$ cat src/hw/gdc_cfg.svh
// Summary of operation
// - Offset 0x05 picks active or freewheel cross-current settings by bank; reset 0x4924.
// - Offset 0x0A is static charge current (0x0044) or precharge init (0x18C6).
// - Offset 0x0B holds active or freewheel pulse charge current, both reset 0x18C6.
// - Offset 0x0D holds active or freewheel max current, both reset 0x4900.
// - Pulse channel setup at 0x07 exists only in bank 0; reset 0x6420.
// - Channel one switch delays at 0x0E exist in both banks; reset 0x0A0A.
// - General control first resets 0x0026, second resets 0x4180; both unbanked.
// - Bridge diagnostic current control at 0x09 in both banks; reset 0xC000.
// - Pulse precharge time at 0x08 in both banks; reset 0x0000.
// - Offset 0x04 resets 0x0000 and offset 0x02 resets 0x0249; both unbanked.
// - Standby is entered within 6 us after the enable input falls.
// - Serial output driven only while frame select low; switches within 50 ns.
// - Bank select is bit 9 of general control first; 0 selects active set.
`ifndef GDC_CFG_SVH
`define GDC_CFG_SVH

// Clock rate and link timing.
`define GDC_CLK_HZ          50000000
`define GDC_T_STANDBY_US    6
`define GDC_T_SETUP_US      150
`define GDC_T_CS_HIGH_US    3
`define GDC_T_SDO_NS        50
`define GDC_STANDBY_CYC     ((`GDC_T_STANDBY_US * (`GDC_CLK_HZ / 1000000)))
`define GDC_SETUP_CYC       ((`GDC_T_SETUP_US * (`GDC_CLK_HZ / 1000000)))

// Frame layout: 24 bits, write flag, 5-bit offset, 2 spare, 16 data.
`define GDC_FRAME_BITS      24
`define GDC_FRM_WR_BIT      23
`define GDC_FRM_OFF_HI      22
`define GDC_FRM_OFF_LO      18
`define GDC_RESP_ERR_BIT    23

// Documented register offsets.
`define GDC_OFF_GC1         5'h00
`define GDC_OFF_GC2         5'h01
`define GDC_OFF_VDS         5'h02
`define GDC_OFF_CCP1        5'h04
`define GDC_OFF_CCP2        5'h05
`define GDC_OFF_HALF_BRIDGE_MODE_SELECT      5'h06
`define GDC_OFF_PULSE_CHANNEL_SETUP      5'h07
`define GDC_OFF_TPRE        5'h08
`define GDC_OFF_HBDIAG      5'h09
`define GDC_OFF_ICHG_A      5'h0A
`define GDC_OFF_ICHG_B      5'h0B
`define GDC_OFF_IDCHG       5'h0C
`define GDC_OFF_IMAX        5'h0D
`define GDC_OFF_TDON1       5'h0E

// Bank select field position inside general control first.
`define GDC_BANK_BIT        9
// Bits of general control first that a write keeps; the cleared bits always read as zero.
`define GDC_GC1_WMASK       16'hFFAF

// Reset values in storage order, entry 0 in the low word.
`define GDC_NUM_REGS        19
`define GDC_RESET_VALS      {16'h0A0A, 16'h4900, 16'h4900, 16'h318C, 16'h1CE7, \
                             16'h18C6, 16'h18C6, 16'h18C6, 16'h0044, 16'hC000, \
                             16'h0000, 16'h6420, 16'h0000, 16'h4924, 16'h4924, \
                             16'h0000, 16'h0249, 16'h4180, 16'h0026}
`endif

$ cat src/hw/gdc_pkg.sv
package gdc_pkg;
  // Storage index of one register in the register store.
  typedef logic [4:0] gdc_idx_type;
  // One register word.
  typedef logic [15:0] gdc_word_type;
  // Serial frame controller states.
  typedef enum logic [1:0]
  {
    ST_IDLE   = 2'b00,
    ST_SHIFT  = 2'b01,
    ST_COMMIT = 2'b10,
    ST_LOAD   = 2'b11
  } gdc_state_type;
endpackage

$ cat src/hw/gdc_reg_if.sv
`timescale 1ns/1ps
interface gdc_reg_if;
  import gdc_pkg::*;
  logic         wr_en;
  gdc_idx_type  wr_idx;
  gdc_word_type wr_data;
  logic         rd_en;
  gdc_idx_type  rd_idx;
  gdc_word_type rd_data;
  logic         bank;
  modport ctrl
  (
    output wr_en, wr_idx, wr_data, rd_en, rd_idx,
    input  rd_data, bank
  );
  modport store
  (
    input  wr_en, wr_idx, wr_data, rd_en, rd_idx,
    output rd_data, bank
  );
endinterface

$ cat src/hw/gdc_top.sv
`timescale 1ns/1ps
`include "gdc_cfg.svh"
module gdc_top #(
  parameter int SETUP_CYCLES = `GDC_SETUP_CYC
)(
  input  wire logic  i_sys_clk,
  input  wire logic  i_reset_n,
  input  wire logic  i_clk_en,
  input  wire logic  i_enable,
  input  wire logic  i_frame_select_n,
  input  wire logic  i_serial_clk,
  input  wire logic  i_serial_in,
  output logic       o_serial_out,
  output logic       o_serial_out_oe,
  output logic       o_standby,
  output logic       o_link_ready
);
  import gdc_pkg::*;

  // Storage index of each register.
  localparam gdc_idx_type IX_GC1     = 5'h00;
  localparam gdc_idx_type IX_GC2     = 5'h01;
  localparam gdc_idx_type IX_VDS     = 5'h02;
  localparam gdc_idx_type IX_CCP1    = 5'h03;
  localparam gdc_idx_type IX_CCP_ACT = 5'h04;
  localparam gdc_idx_type IX_CCP_FW  = 5'h05;
  localparam gdc_idx_type IX_HALF_BRIDGE_MODE_SELECT  = 5'h06;
  localparam gdc_idx_type IX_PULSE_CHANNEL_SETUP  = 5'h07;
  localparam gdc_idx_type IX_TPRE    = 5'h08;
  localparam gdc_idx_type IX_HBDIAG  = 5'h09;
  localparam gdc_idx_type IX_STATIC_BRIDGE_CHARGE_CURRENT = 5'h0A;
  localparam gdc_idx_type IX_PCHG_IN = 5'h0B;
  localparam gdc_idx_type IX_ICHG_A  = 5'h0C;
  localparam gdc_idx_type IX_ICHG_F  = 5'h0D;
  localparam gdc_idx_type IX_IDCHG_A = 5'h0E;
  localparam gdc_idx_type IX_PDCH_IN = 5'h0F;
  localparam gdc_idx_type IX_IMAX_A  = 5'h10;
  localparam gdc_idx_type IX_IMAX_F  = 5'h11;
  localparam gdc_idx_type IX_TDON1   = 5'h12;

  localparam logic [4:0]  BITS_FULL  = 5'(`GDC_FRAME_BITS);
  localparam logic [15:0] SETUP_LAST = 16'(SETUP_CYCLES - 1);

  // Reset release, pin synchronisers and edge history.
  logic rst_meta_ff;
  logic rst_n_ff;
  logic en_meta_ff;
  logic en_ff;
  logic cs_meta_ff;
  logic cs_ff;
  logic cs_d_ff;
  logic sck_meta_ff;
  logic sck_ff;
  logic sck_d_ff;
  logic sdi_meta_ff;
  logic sdi_ff;

  // Frame controller state.
  gdc_state_type state_ff;
  gdc_state_type nxt_state;
  logic [23:0]   rx_ff;
  logic [23:0]   nxt_rx;
  logic [23:0]   tx_ff;
  logic [23:0]   nxt_tx;
  logic [4:0]    cnt_ff;
  logic [4:0]    nxt_cnt;
  logic          err_ff;
  logic          nxt_err;
  logic          hit_ff;
  logic          nxt_hit;
  logic          ready_ff;
  logic          nxt_ready;
  logic [15:0]   setup_cnt_ff;
  logic [15:0]   nxt_setup_cnt;
  logic          standby_ff;

  gdc_reg_if rif ();

  gdc_reg_store u_store
  (
    .i_clk    (i_sys_clk),
    .i_rst_n  (rst_n_ff),
    .i_clk_en (i_clk_en),
    .bus      (rif)
  );

  // Reset is taken asynchronously and released through two flip-flops.
  always_ff @(posedge i_sys_clk or negedge i_reset_n)
  begin
    if (!i_reset_n)
    begin
      rst_meta_ff <= 1'b0;
      rst_n_ff    <= 1'b0;
    end
    else
    begin
      rst_meta_ff <= 1'b1;
      rst_n_ff    <= rst_meta_ff;
    end
  end

  // Enable, select, clock and data each pass two flip-flops; select and clock also keep a third stage that the edge logic reads.
  always_ff @(posedge i_sys_clk or negedge rst_n_ff)
  begin
    if (!rst_n_ff)
    begin
      en_meta_ff  <= 1'b0;
      en_ff       <= 1'b0;
      cs_meta_ff  <= 1'b1;
      cs_ff       <= 1'b1;
      cs_d_ff     <= 1'b1;
      sck_meta_ff <= 1'b0;
      sck_ff      <= 1'b0;
      sck_d_ff    <= 1'b0;
      sdi_meta_ff <= 1'b0;
      sdi_ff      <= 1'b0;
    end
    else if (i_clk_en)
    begin
      en_meta_ff  <= i_enable;
      en_ff       <= en_meta_ff;
      cs_meta_ff  <= i_frame_select_n;
      cs_ff       <= cs_meta_ff;
      cs_d_ff     <= cs_ff;
      sck_meta_ff <= i_serial_clk;
      sck_ff      <= sck_meta_ff;
      sck_d_ff    <= sck_ff;
      sdi_meta_ff <= i_serial_in;
      sdi_ff      <= sdi_meta_ff;
    end
  end

  // Edge events on the synchronised link signals.
  wire sck_rise = sck_ff & ~sck_d_ff;
  wire sck_fall = ~sck_ff & sck_d_ff;
  wire cs_fall  = ~cs_ff & cs_d_ff;
  wire cs_rise  = cs_ff & ~cs_d_ff;

  // Standby follows the enable pin; the setup counter restarts on every rise.
  always_comb
  begin
    nxt_setup_cnt = setup_cnt_ff;
    nxt_ready     = ready_ff;
    if (!en_ff)
    begin
      nxt_setup_cnt = 16'h0000;
      nxt_ready     = 1'b0;
    end
    else if (!ready_ff)
    begin
      if (setup_cnt_ff == SETUP_LAST)
        nxt_ready = 1'b1;
      else
        nxt_setup_cnt = setup_cnt_ff + 16'h0001;
    end
  end

  // Standby is reached three cycles after the pin falls, far inside the limit.
  always_ff @(posedge i_sys_clk or negedge rst_n_ff)
  begin
    if (!rst_n_ff)
    begin
      standby_ff   <= 1'b1;
      ready_ff     <= 1'b0;
      setup_cnt_ff <= 16'h0000;
    end
    else if (i_clk_en)
    begin
      standby_ff   <= ~en_ff;
      ready_ff     <= nxt_ready;
      setup_cnt_ff <= nxt_setup_cnt;
    end
  end

  // Fields of the received frame.
  wire        frm_wr   = rx_ff[`GDC_FRM_WR_BIT];
  wire [4:0]  frm_off  = rx_ff[`GDC_FRM_OFF_HI:`GDC_FRM_OFF_LO];
  wire [15:0] frm_data = rx_ff[15:0];
  wire        frm_full = (cnt_ff == BITS_FULL);

  // Offset and bank to storage index; a miss marks an empty slot.
  function automatic logic [5:0] decode(input logic [4:0] off, input logic bank);
    logic [5:0] r;
    r = {1'b1, IX_GC1};
    unique case (off)
      `GDC_OFF_GC1:    r = {1'b1, IX_GC1};
      `GDC_OFF_GC2:    r = {1'b1, IX_GC2};
      `GDC_OFF_VDS:    r = {1'b1, IX_VDS};
      `GDC_OFF_CCP1:   r = {1'b1, IX_CCP1};
      `GDC_OFF_CCP2:   r = {1'b1, bank ? IX_CCP_FW : IX_CCP_ACT};
      `GDC_OFF_HALF_BRIDGE_MODE_SELECT: r = {1'b1, IX_HALF_BRIDGE_MODE_SELECT};
      `GDC_OFF_PULSE_CHANNEL_SETUP: r = {~bank, IX_PULSE_CHANNEL_SETUP};
      `GDC_OFF_TPRE:   r = {1'b1, IX_TPRE};
      `GDC_OFF_HBDIAG: r = {1'b1, IX_HBDIAG};
      `GDC_OFF_ICHG_A: r = {1'b1, bank ? IX_PCHG_IN : IX_STATIC_BRIDGE_CHARGE_CURRENT};
      `GDC_OFF_ICHG_B: r = {1'b1, bank ? IX_ICHG_F : IX_ICHG_A};
      `GDC_OFF_IDCHG:  r = {1'b1, bank ? IX_PDCH_IN : IX_IDCHG_A};
      `GDC_OFF_IMAX:   r = {1'b1, bank ? IX_IMAX_F : IX_IMAX_A};
      `GDC_OFF_TDON1:  r = {1'b1, IX_TDON1};
      default:         r = {1'b0, IX_GC1};
    endcase
    return r;
  endfunction

  // Bank select feeds only this decode and never the stored words.
  wire [5:0]        dec     = decode(frm_off, rif.bank);
  wire              dec_hit = dec[5];
  wire gdc_idx_type dec_idx = dec[4:0];
  wire              frm_ok  = frm_full & ready_ff;

  // Store access: a write on commit of a good frame, and a read of the same slot.
  assign rif.wr_en   = (state_ff == ST_COMMIT) & frm_ok & frm_wr & dec_hit;
  assign rif.wr_idx  = dec_idx;
  assign rif.wr_data = frm_data;
  assign rif.rd_en   = (state_ff == ST_COMMIT);
  assign rif.rd_idx  = dec_idx;

  // Frame sequencing: shift on clock edges, commit and reload on frame end.
  always_comb
  begin
    nxt_state = state_ff;
    nxt_rx    = rx_ff;
    nxt_tx    = tx_ff;
    nxt_cnt   = cnt_ff;
    nxt_err   = err_ff;
    nxt_hit   = hit_ff;
    unique case (state_ff)
      ST_IDLE:
      begin
        if (cs_fall)
        begin
          nxt_cnt   = 5'h00;
          nxt_state = ST_SHIFT;
        end
      end
      ST_SHIFT:
      begin
        if (cs_rise)
          nxt_state = ST_COMMIT;
        else
        begin
          if (sck_rise)
          begin
            nxt_rx = {rx_ff[22:0], sdi_ff};
            if (cnt_ff != 5'h1F)
              nxt_cnt = cnt_ff + 5'h01;
          end
          if (sck_fall)
            nxt_tx = {tx_ff[22:0], 1'b0};
        end
      end
      ST_COMMIT:
      begin
        nxt_err   = ~frm_ok;
        nxt_hit   = dec_hit;
        nxt_state = ST_LOAD;
      end
      ST_LOAD:
      begin
        nxt_tx    = {8'h00, hit_ff ? rif.rd_data : 16'h0000};
        nxt_tx[`GDC_RESP_ERR_BIT] = err_ff;
        nxt_state = ST_IDLE;
      end
    endcase
  end

  // Frame controller registers.
  always_ff @(posedge i_sys_clk or negedge rst_n_ff)
  begin
    if (!rst_n_ff)
    begin
      state_ff <= ST_IDLE;
      rx_ff    <= 24'h000000;
      tx_ff    <= 24'h000000;
      cnt_ff   <= 5'h00;
      err_ff   <= 1'b0;
      hit_ff   <= 1'b0;
    end
    else if (i_clk_en)
    begin
      state_ff <= nxt_state;
      rx_ff    <= nxt_rx;
      tx_ff    <= nxt_tx;
      cnt_ff   <= nxt_cnt;
      err_ff   <= nxt_err;
      hit_ff   <= nxt_hit;
    end
  end

  // Output drive follows the synchronised frame select, two edges at most.
  assign o_serial_out    = tx_ff[23];
  assign o_serial_out_oe = ~cs_ff;
  assign o_standby       = standby_ff;
  assign o_link_ready    = ready_ff;
endmodule

$ cat src/hw/gdc_reg_store.sv
`timescale 1ns/1ps
`include "gdc_cfg.svh"
module gdc_reg_store #(
  parameter int                 NUM   = `GDC_NUM_REGS,
  parameter logic [NUM*16-1:0]  RVALS = `GDC_RESET_VALS
)(
  input  wire logic  i_clk,
  input  wire logic  i_rst_n,
  input  wire logic  i_clk_en,
  gdc_reg_if.store   bus
);
  import gdc_pkg::*;

  gdc_word_type regs_ff [NUM];
  gdc_word_type rd_data_ff;

  // Word as it will be stored; general control first drops its read-as-zero bits.
  wire gdc_word_type wr_word  = (bus.wr_idx == 5'h00) ? (bus.wr_data & `GDC_GC1_WMASK)
                                                      : bus.wr_data;
  // A read of the slot being written in the same cycle returns the new word.
  wire               rd_bypass = bus.wr_en && (bus.wr_idx == bus.rd_idx);

  // One storage word per register, each with its own reset value.
  genvar g;
  generate
    for (g = 0; g < NUM; g++)
    begin : g_reg
      always_ff @(posedge i_clk or negedge i_rst_n)
      begin
        if (!i_rst_n)
          regs_ff[g] <= RVALS[g*16 +: 16];
        else if (i_clk_en && bus.wr_en && (bus.wr_idx == 5'(g)))
          regs_ff[g] <= wr_word;
      end
    end
  endgenerate

  // Read data comes out of a register one cycle after the request.
  always_ff @(posedge i_clk or negedge i_rst_n)
  begin
    if (!i_rst_n)
      rd_data_ff <= 16'h0000;
    else if (i_clk_en && bus.rd_en)
      rd_data_ff <= rd_bypass ? wr_word : regs_ff[bus.rd_idx];
  end

  assign bus.rd_data = rd_data_ff;
  // Bank select lives in general control first; it steers decode only.
  assign bus.bank    = regs_ff[0][`GDC_BANK_BIT];
endmodule

$ cat config.mk
export PLATFORM = sky130hd
export DESIGN_NAME = gdc_top
export DESIGN_NICKNAME = d
export VERILOG_FILES = /design/src/hw/gdc_pkg.sv /design/src/hw/gdc_reg_if.sv /design/src/hw/gdc_top.sv /design/src/hw/gdc_reg_store.sv
export VERILOG_INCLUDE_DIRS = /design/src /design/src/hw
export SDC_FILE = /design/constraint.sdc
export NUM_CORES = 1
export LEC_CHECK = 0
export BUFFER_PORTS_ARGS = -buffer_cell sky130_fd_sc_hd__buf_2
export CORE_UTILIZATION = 64
export CTS_CLUSTER_SIZE = 25
export DETAILED_ROUTE_END_ITERATION = 8
export MAX_ROUTING_LAYER = met4
export PLACE_DENSITY_LB_ADDON = 0.2
export SYNTH_ARGS = -nofsm -noshare
export SYNTH_HDL_FRONTEND = slang
export SYNTH_HIERARCHICAL = 1
export SYNTH_SLANG_ARGS = --single-unit
$ cat constraint.sdc
create_clock -name i_sys_clk -period 16.8 [get_ports i_sys_clk]
set_input_delay 3.36 -clock i_sys_clk [delete_from_list [all_inputs] [get_ports i_sys_clk]]
set_output_delay 3.36 -clock i_sys_clk [all_outputs]
set_load 0.02 [all_outputs]
# Word-level counts from Yosys, hierarchy flattened
# Index checks and enable logic that the tools add are counted.
[word_totals]
register_bits = 407
word_cells = 167
[op_classes]
eq_ne = 45
n_lt_le_gt_ge = 1
n_reduce_logical = 32
addsub = 2
bitwise = 17
mux = 29
[op_table]
columns = ["cell", "count"]
rows = [
  ["16-bit 2-to-1 mux", 7],
  ["6-bit case mux with 14 select lines", 1],
  ["16-bit binary-select mux with 5-bit select", 1],
  ["5-bit by 4-bit == test with 1-bit output, second input constant", 15],
  ["24-bit 2-to-1 mux", 2],
  ["24-bit case mux with 2 select lines", 1],
  ["5-bit by 3-bit == test with 1-bit output, second input constant", 8],
  ["1-bit logical AND", 21],
  ["5-bit == test, second input constant", 4],
  ["5-bit 2-to-1 mux", 4],
  ["16-bit by 1-bit adder with 16-bit output, second input constant", 1],
  ["16-bit by 13-bit == test with 1-bit output, second input constant", 1],
  ["2-bit != test, second input constant", 8],
  ["5-bit by 2-bit == test with 1-bit output, second input constant", 3],
  ["5-bit by 1-bit == test with 1-bit output, second input constant", 2],
  ["5-bit zero test", 2],
  ["5-bit case mux with 2 select lines", 1],
  ["1-bit AND", 8],
  ["1-bit 2-to-1 mux", 8],
  ["1-bit inverter", 8],
  ["2-bit case mux with 4 select lines", 1],
  ["4-bit AND reduction", 2],
  ["7-bit 2-to-1 mux", 1],
  ["6-bit >= comparator, second input constant", 1],
  ["11 further kinds", 15],
]

# Logic depth before layout (Yosys ltp)
# Gate-level depths: netlist of the first run.
[depth]
word_depth = 7
depth_mapped = 14

# Modules after synthesis
# Netlist of the first run, hierarchy kept.
[modules_own_cells]
columns = ["mod", "n_inst", "seq_area_each_um2", "cells_each", "area_per_inst_um2"]
rows = [
  ["gdc_reg_store", 1, 8096.5, 1404, 15224.6],
  ["gdc_top", 1, 2182.1, 368, 4169.0],
]

# Least setup slack after synthesis of the first run
# No wires, ideal clock.
[synth_path]
kind = "input -> register"
startpoint = "input i_clk_en"
endpoint = "register u_store/regs_ff[167] (netlist name)"
path_buffers = 1
arrival_ns = 4.633
path_stages = 5
slack_ns = 12.039
path_cell_list = "nand2_2 -> or4b_4 -> nor2_8 -> buf_6 -> mux2_1"
[synth_via]
elab_chain_cells = 2
[synth_rtl]
columns = ["element", "line_no", "rtl"]
rows = [
  ["from (decl)", "gdc_top.sv:8", "input wire logic i_clk_en,"],
  ["1-bit logical AND (2 in series)", "gdc_reg_store.sv:32", "else if (i_clk_en && bus.wr_en && (bus.wr_idx == 5'(g)))"],
  ["to (signal, indexed assignment)", "gdc_reg_store.sv:31", "regs_ff[g] <= RVALS[g*16 +: 16];"],
  ["to (signal, indexed assignment)", "gdc_reg_store.sv:33", "regs_ff[g] <= wr_word;"],
  ["to (decl)", "gdc_reg_store.sv:14", "gdc_word_type regs_ff [NUM];"],
]
# No other way between the ends.
# A chain may end at the register's enable or synchronous reset.

# Final worst setup path of the first run
[layout_path]
startpoint = "input i_clk_en"
endpoint = "register u_store/regs_ff[114] (netlist name)"
# Same word-level chain as after synthesis.

==> results of run 1 <==
## per-layer routing
layer / vias up / routed length, µm / global-route usage, %
met2: 414 / 22500 / 51.2
met1: 6651 / 18600 / 40.9
met4: 0 / 1570 / 10.8
met5: - / 0 / -
li1: 5982 / - / -
met3: 109 / 2900 / 4.46
## metrics by stage
step | hold WS [ns] | total power [W] | cell area [µm²] | setup WS [ns]
finish | 0.350 | 0.00224 | 20800 | 11.53
floorplan | 0.331 | 0.00127 | 19400 | 4.75
CTS | 0.353 | 0.00226 | 20800 | 11.55
global route | 0.366 | 0.00233 | 20800 | 11.34
detailed placement | 0.340 | 0.00134 | 19500 | 11.00
global placement | 0.335 | 0.00133 | 19500 | 11.07
## kinds of logic (layout without fill, tap and decap cells)
kind of cell             after synthesis  in the layout  share of synthesized area, %
AND/OR/NAND/NOR                      638            638                          15.5
flip-flops                           407            407                          53.0
multiplexers                         383            383                          21.2
AO/OA/AOI/OAI                        175            175                          5.43
buffers and inverters                144            130                          3.61
XOR/XNOR                              16             16                         0.723
adder cells (fa/ha/maj)                8              8                         0.516
other                                  1              1                        0.0193
## worst min-delay path by stage
stage / slack (ns) / cells after the start / to / start
3_3_place_gp: 0.34 / 0 / rst_n_ff$_DFF_PN0_ / rst_meta_ff$_DFF_PN0_
2_1_floorplan: 0.33 / 0 / rst_n_ff$_DFF_PN0_ / rst_meta_ff$_DFF_PN0_
6_report: 0.35 / 0 / rst_n_ff$_DFF_PN0_ / rst_meta_ff$_DFF_PN0_
4_1_cts: 0.35 / 0 / rst_n_ff$_DFF_PN0_ / rst_meta_ff$_DFF_PN0_
5_1_grt: 0.37 / 0 / rst_n_ff$_DFF_PN0_ / rst_meta_ff$_DFF_PN0_
3_5_place_dp: 0.34 / 0 / rst_n_ff$_DFF_PN0_ / rst_meta_ff$_DFF_PN0_
## cell type report
cell class | instances | area, µm²
flip-flops and latches | 407 | 10300
fillers | 2160 | 8870
multi-input cells | 1221 | 8440
clock buffers | 68 | 1270
well taps | 390 | 488
repair buffers | 27 | 178
clock inverters | 12 | 106
inverters | 23 | 86.3
## sequential cells by signal (all words and copies together) (netlist names), 2 cells and up
signal and count:
tx_ff 24, setup_cnt_ff 16, state_ff 2, u_store/regs_ff 303, u_store/bus.rd_data 16, cnt_ff 5, rx_ff 24
## layout by cell type, fill, tap and decap left out, types with 3 or more instances in the layout
cell type	n
xor2_1	7
mux2i_1	161
nor3b_1	10
dfrtp_1	331
nand2_1	394
inv_1	23
nor2b_1	29
nand2b_1	13
nor3_1	16
nand2_2	5
a22oi_1	34
o21ai_0	62
o211ai_1	3
and4b_1	3
ha_1	8
buf_4	17
nor2_1	57
clkbuf_8	8
dfstp_2	75
a31oi_1	6
nand3_4	3
nand3_1	34
clkinv_2	8
nor4_1	5
clkbuf_1	16
o2bb2ai_1	4
a21oi_1	51
clkbuf_16	44
nand4b_1	3
nand4_1	18
xnor2_1	9
mux2_2	214
and2_1	17
mux2_1	8
and3_1	4
a22o_1	4
buf_2	10
## worst register-to-register path, cell delays in order, from the launching register on
cell and delay, ns:
dfrtp_1 0.46, nor2b_1 0.28, a21oi_1 0.10, nand2b_1 0.20
a31oi_4 0.19, buf_4 0.60, buf_4 0.85, nor2b_1 0.68
nand2_1 0.61, nand2_1 0.22, o21ai_0 0.10
## power groups by stage
stage,Clock (W),Combinational (W),Sequential [W]
5_1_grt,0.000973,0.000242,0.00112
3_3_place_gp,0,0.000205,0.00113
4_1_cts,0.000931,0.000214,0.00111
2_1_floorplan,0,0.000174,0.00110
6_report,0.000912,0.000213,0.00111
3_5_place_dp,0,0.000213,0.00113
==> metrics.txt, run 1 <==
outcome completed; clock transition at the registers of the reported paths approximately 0.06 ns; Core Footprint 29700 µm²; post-synthesis async set-or-reset flop share 100%; crit path launch type primary input; Routed Antenna Nets 0; endpoints failing setup 0; Bufs on Longest Clock Path 3; Yosys top cell by area dfrtp_1; Final TNS setup 0 ns; Worst path depth 6; Bufs and invs on worst path 1; Initial Util approximately two thirds; Slew @ Worst Pin around 1.1 ns; Rel. slew slack around a quarter; Sw Ratio about a quarter; worst-path maximum fanout 28; Yosys Warn Count 6; crit path launch i_clk_en; Pwr per Cell Area between 100 and 150 nW/µm²; first-pass detailed-route iteration total 6; post-synth top area share 42.8%; R2R Path Start rx_ff[20]$_DFFE_PN0P_; vias in the first global route approximately 13000; CP Data Required Time between 15 and 20 ns; fin crit period 5.27 ns; worst clock skew roughly 0.025 ns; Final Hold Viols 0; CP Class in2reg; root buffer selected by CTS clkbuf_16; first-pass GRT wire length 72900 µm; ANT cells 0; num rows 63; Cell variety after synth 68; Die W around 180 µm; mapped cell area between 15000 and 20000 µm²; # DRC 0; max_cap viols 0; Die Span Y between 150 and 200 µm; H-tree lvl count 2; number of synthesized flops with an enable pin 0; GRT Util Overall 31.6%; Synth top cells by count nand2_1 (394), dfrtp_1 (332), mux2_2 (214); Placer Congestion roughly 0.9; Mapped Cells about 1800; Final nets 1738; Comb pwr share under 10%; TritonCTS clock tree built; Internal approximately 0.0017 W; largest net degree at the start of global routing 83; postcts setup bufs 0; DR vias 13156; max incr delay on CP a little over 0.8 ns; CTS Buf Count 43; number of buffer cells added on primary ports 10; Detail Placement HPWL approximately 28000 µm; CTS Hold Bufs 0; Placed Cells approximately 2100; sequential fraction of design power about 50%; Top FF cell, synth dfrtp_1; fraction of layout cells with a size suffix above 1 a little under a quarter; most frequent CP cell nand2_1; post-cts sizing count 0; wire per inst ~21 µm; io pins 11; DRT Wirelength 45500 µm; Critical Path AT 5.75 ns; Die ar. around 31000 µm²; RSZ-0062 raised after global routing no; crit-path cells buf_2 > nand2_2 > or4b_4 > nor2_1 > nand2_1 > nand2_1; count leader, synth nand2_1; reg2reg end u_store/regs_ff[212]$_DFFE_PN0P_; worst ir drop on vdd about 0.096 mV; largest cells by area after synthesis dfrtp_1 (43%), mux2_2 (12%), dfstp_2 (10%); R2R setup slack 12.36 ns; Syn-to-layout area delta 7.50%; initial drt markers 1310; HP Class reg2reg; clk sink count 407; switching power ~0.00056 W; slowest cell on the critical path nor2_1; initial antenna violation count 0; LEAKAGE ~9.4 nW; fmax roughly 190 MHz; reg2reg path depth 10; post-route clock period utilization a little under a third; register area share after synthesis between 50 and 60%; Overflow after GRT 0; clock power share between 40% and 50%; fin util 70.2%; post-route insts no fill ~2100; mean post-synth cell area around 11 µm²; crit end category flop; synthesized net count between 1500 and 2000; CP top delay family simple AND/OR/NAND/NOR gates; crit path to u_store/regs_ff[114]$_DFFE_PN1P_; DR vias/cell 6.12; flops & latches, synth between 400 and 500; Clock Latency Late Sink around 0.55 ns; final number of max-transition violations 0
No activity file was read; power rests on OpenSTA's default activity.
==> run 2: changes to the inputs <==
--- a/config.mk
+++ b/config.mk
@@ -7,7 +7,7 @@
 export NUM_CORES = 1
 export LEC_CHECK = 0
 export BUFFER_PORTS_ARGS = -buffer_cell sky130_fd_sc_hd__buf_2
-export CORE_UTILIZATION = 64
+export CORE_UTILIZATION = 58
 export CTS_CLUSTER_SIZE = 25
 export DETAILED_ROUTE_END_ITERATION = 8
 export MAX_ROUTING_LAYER = met4
==> constraint.sdc (replaced) <==
create_clock -name i_sys_clk -period 4.8 [get_ports i_sys_clk]
set_input_delay 0.96 -clock i_sys_clk [delete_from_list [all_inputs] [get_ports i_sys_clk]]
set_output_delay 0.96 -clock i_sys_clk [all_outputs]
set_load 0.02 [all_outputs]
==> run 2 against run 1 <==
  * Non-clock buffer count grew 4
  * Clock skew shrank 0.0024 ns
  * Combinational power grew to 3.5 times the previous value
  * Power grew to 3.5 times the previous value
  * Sequential share of layout area shrank 0.33 points
  * First-iteration DRC count shrank 2.3%
  * Worst hold slack lost 0.16 ns
  * Utilization shrank 6.0 points
  * Global-route usage shrank 2.0 points
  * Critical path type is now reg2reg
==> metrics.txt, run 2 (synthesized netlist as in run 1, its figures left out) <==
post-place instance area 19600 µm² (+0.81%); DRT Wirelength 47100 µm (+3.4%); io pins 11 (unchanged); Overflow after GRT 0 (unchanged); Initial Util 59.3% (-6.0 points); Final TNS setup 0 ns (unchanged); Top reg by flops u_store/regs_ff; total power 0.00784 W (+250%); wire per inst 21.4 µm (+0.91%); Bufs on Longest Clock Path 3 (unchanged); R2R setup slack 0.98 ns (-11.38 ns); initial antenna violation count 0 (unchanged); clock transition at the registers of the reported paths 0.06 ns (about the same); Die Span Y 185 µm (+5.0%); reg2reg end u_store/regs_ff[196]$_DFFE_PN0P_; M1 GR Usage 38.8% (-2.1 points); root buffer selected by CTS clkbuf_16; DR vias 13354 (+1.5%); R2R Path Start rx_ff[19]$_DFFE_PN0P_; max FFs per register 303 (unchanged); fin crit period about 3.8 ns; Final nets 1742 (+0.23%); first-pass GRT wire length 74900 µm (+2.7%); postcts setup bufs 0 (unchanged); Clock Latency Late Sink 0.55 ns (about the same); ANT cells 0 (unchanged); GRT met3 Usage 4.29% (-0.17 points); num rows 66 (+4.8%); slowest cell on the critical path nand2_1; reg2reg path depth 7 (-3); crit-path cells nor2b_1 > o21ai_0 > a31oi_4 > buf_12 > nor2b_1 > nand2_1 > o21ai_0; post-route clock period utilization between 70% and 80%; largest net degree at the start of global routing 195 (+130%); crit end category flop; crit path launch type flop; initial drt markers 1280 (-2.3%); DR vias/cell 6.06 (-0.98%); Critical Path AT 4.26 ns (-1.49 ns); first-pass detailed-route iteration total 7 (+1); Die ar. 34200 µm² (+10%); Placer Congestion 0.884 (-2.2%); worst clock skew 0.0223 ns (-0.00244 ns); Fill cells 2620 (+21%); met2 GRT Util 46.5% (-4.6 points); Rel. slew slack 14.5% (-9.1 points); Register Area 10300 µm² (unchanged); multi-input logic area 8440 µm² (unchanged); fraction of layout cells with a size suffix above 1 23.6% (+0.31 points); Detail Placement HPWL 28500 µm (+1.8%); max_cap viols 0 (unchanged); worst ir drop on vdd 0.323 mV (+240%); fin area 21000 µm² (+0.68%); clk sink count 407 (unchanged); TritonCTS clock tree built; vias in the first global route 13244 (-0.93%); Syn-to-layout area delta 8.23%; Pwr per Cell Area 374 nW/µm² (+250%); CP top delay family simple AND/OR/NAND/NOR gates; post-cts sizing count 0 (unchanged); Bufs and invs on worst path 1 (unchanged); H-tree lvl count 2 (unchanged); RSZ-0062 raised after global routing no; final number of max-transition violations 0 (unchanged); CTS Buf Count 43 (unchanged); top flop regs u_store/regs_ff: 303 flops, rx_ff: 24 flops, tx_ff: 24 flops; # DRC 0 (unchanged); fmax 262 MHz; CP Data Required Time 5.24 ns (-12.04 ns); HP Class in2async; CP Class reg2reg; worst-path maximum fanout 31 (+11%); Final Hold Viols 0 (unchanged); Routed Antenna Nets 0 (unchanged); Slew @ Worst Pin 1.28 ns (+0.136 ns); max incr delay on CP 0.75 ns (-0.06 ns); GRT Util Overall 29.5% (-2.0 points); GRT busiest layer met2; number of buffer cells added on primary ports 10 (unchanged); commonest non-fill, non-tap cell in the layout nand2_1; LEAKAGE 9.48 nW (+0.38%); commonest cells after routing, fill and taps aside nand2_1 (394), dfrtp_1 (331), mux2_2 (214), mux2i_1 (161), dfstp_2 (75); Die W 185 µm (+5.0%); endpoints failing setup 0 (unchanged); outcome completed; Core Footprint 32700 µm² (+10%); CTS Hold Bufs 0 (unchanged)
-- run 2: cell count changes in the layout (fill, tap and decap cells not counted) --
cell,previous run,this run
buf_12,0,5
clkbuf_8,8,13
clkbuf_1,16,12
buf_4,17,16
bufinv_16,1,0
clkbuf_16,44,43
clkinv_2,8,7
clkinv_4,0,1
clkinv_8,1,0
inv_6,1,2
inv_8,1,0
-- run 2: metal layers --
| layer | routed length, µm | up-vias |
|---|---|---|
| li1 | - | 5978 |
| met1 | 20100 | 6832 |
| met2 | 22400 | 426 |
| met3 | 2710 | 118 |
| met4 | 1830 | 0 |
| met5 | 0 | - |
-- run 2: where the power goes --
group | total (W) | switching (W) | internal (W)
clock | 0.00320 | 0.00134 | 0.00186
sequential | 0.00389 | 0.000244 | 0.00365
combinational | 0.000753 | 0.000421 | 0.000332
-- run 2: worst max path at each step --
stage,start,end,slack [ns],depth (start not counted)
finish,rx_ff[19]$_DFFE_PN0P_,u_store/regs_ff[196]$_DFFE_PN0P_,0.98,7
global route,rx_ff[20]$_DFFE_PN0P_,u_store/regs_ff[115]$_DFFE_PN0P_,0.65,9
CTS,rx_ff[20]$_DFFE_PN0P_,u_store/regs_ff[115]$_DFFE_PN0P_,1.01,9
detailed placement,rx_ff[20]$_DFFE_PN0P_,u_store/regs_ff[115]$_DFFE_PN0P_,1.04,9
global placement,rx_ff[20]$_DFFE_PN0P_,u_store/regs_ff[112]$_DFFE_PN0P_,1.18,9
floorplan,rst_n_ff$_DFF_PN0_,cnt_ff[0]$_DFFE_PN0P_,0.85,0
-- run 2: cell type report --
type,instances,area share (%)
Inverter,23,0.411
Timing Repair Buffer,31,1.29
Tap cell,442,2.63
Sequential cell,407,49.0
Multi-Input combinational cell,1221,40.2
Clock buffer,68,6.19
Clock inverter,10,0.292
-- run 2: through the flow --
step / hold slack [ns] / setup slack, ns / std cells / utilization (%)
finish: 0.186 / 0.977 / 2202 / 64.2
global route: 0.178 / 0.652 / 2202 / 64.2
CTS: 0.171 / 1.01 / 2202 / 64.2
detailed placement: 0.327 / 1.04 / 2124 / 60.0
global placement: 0.329 / 1.18 / 2124 / 60.0
floorplan: 0.331 / 0.845 / 1772 / -
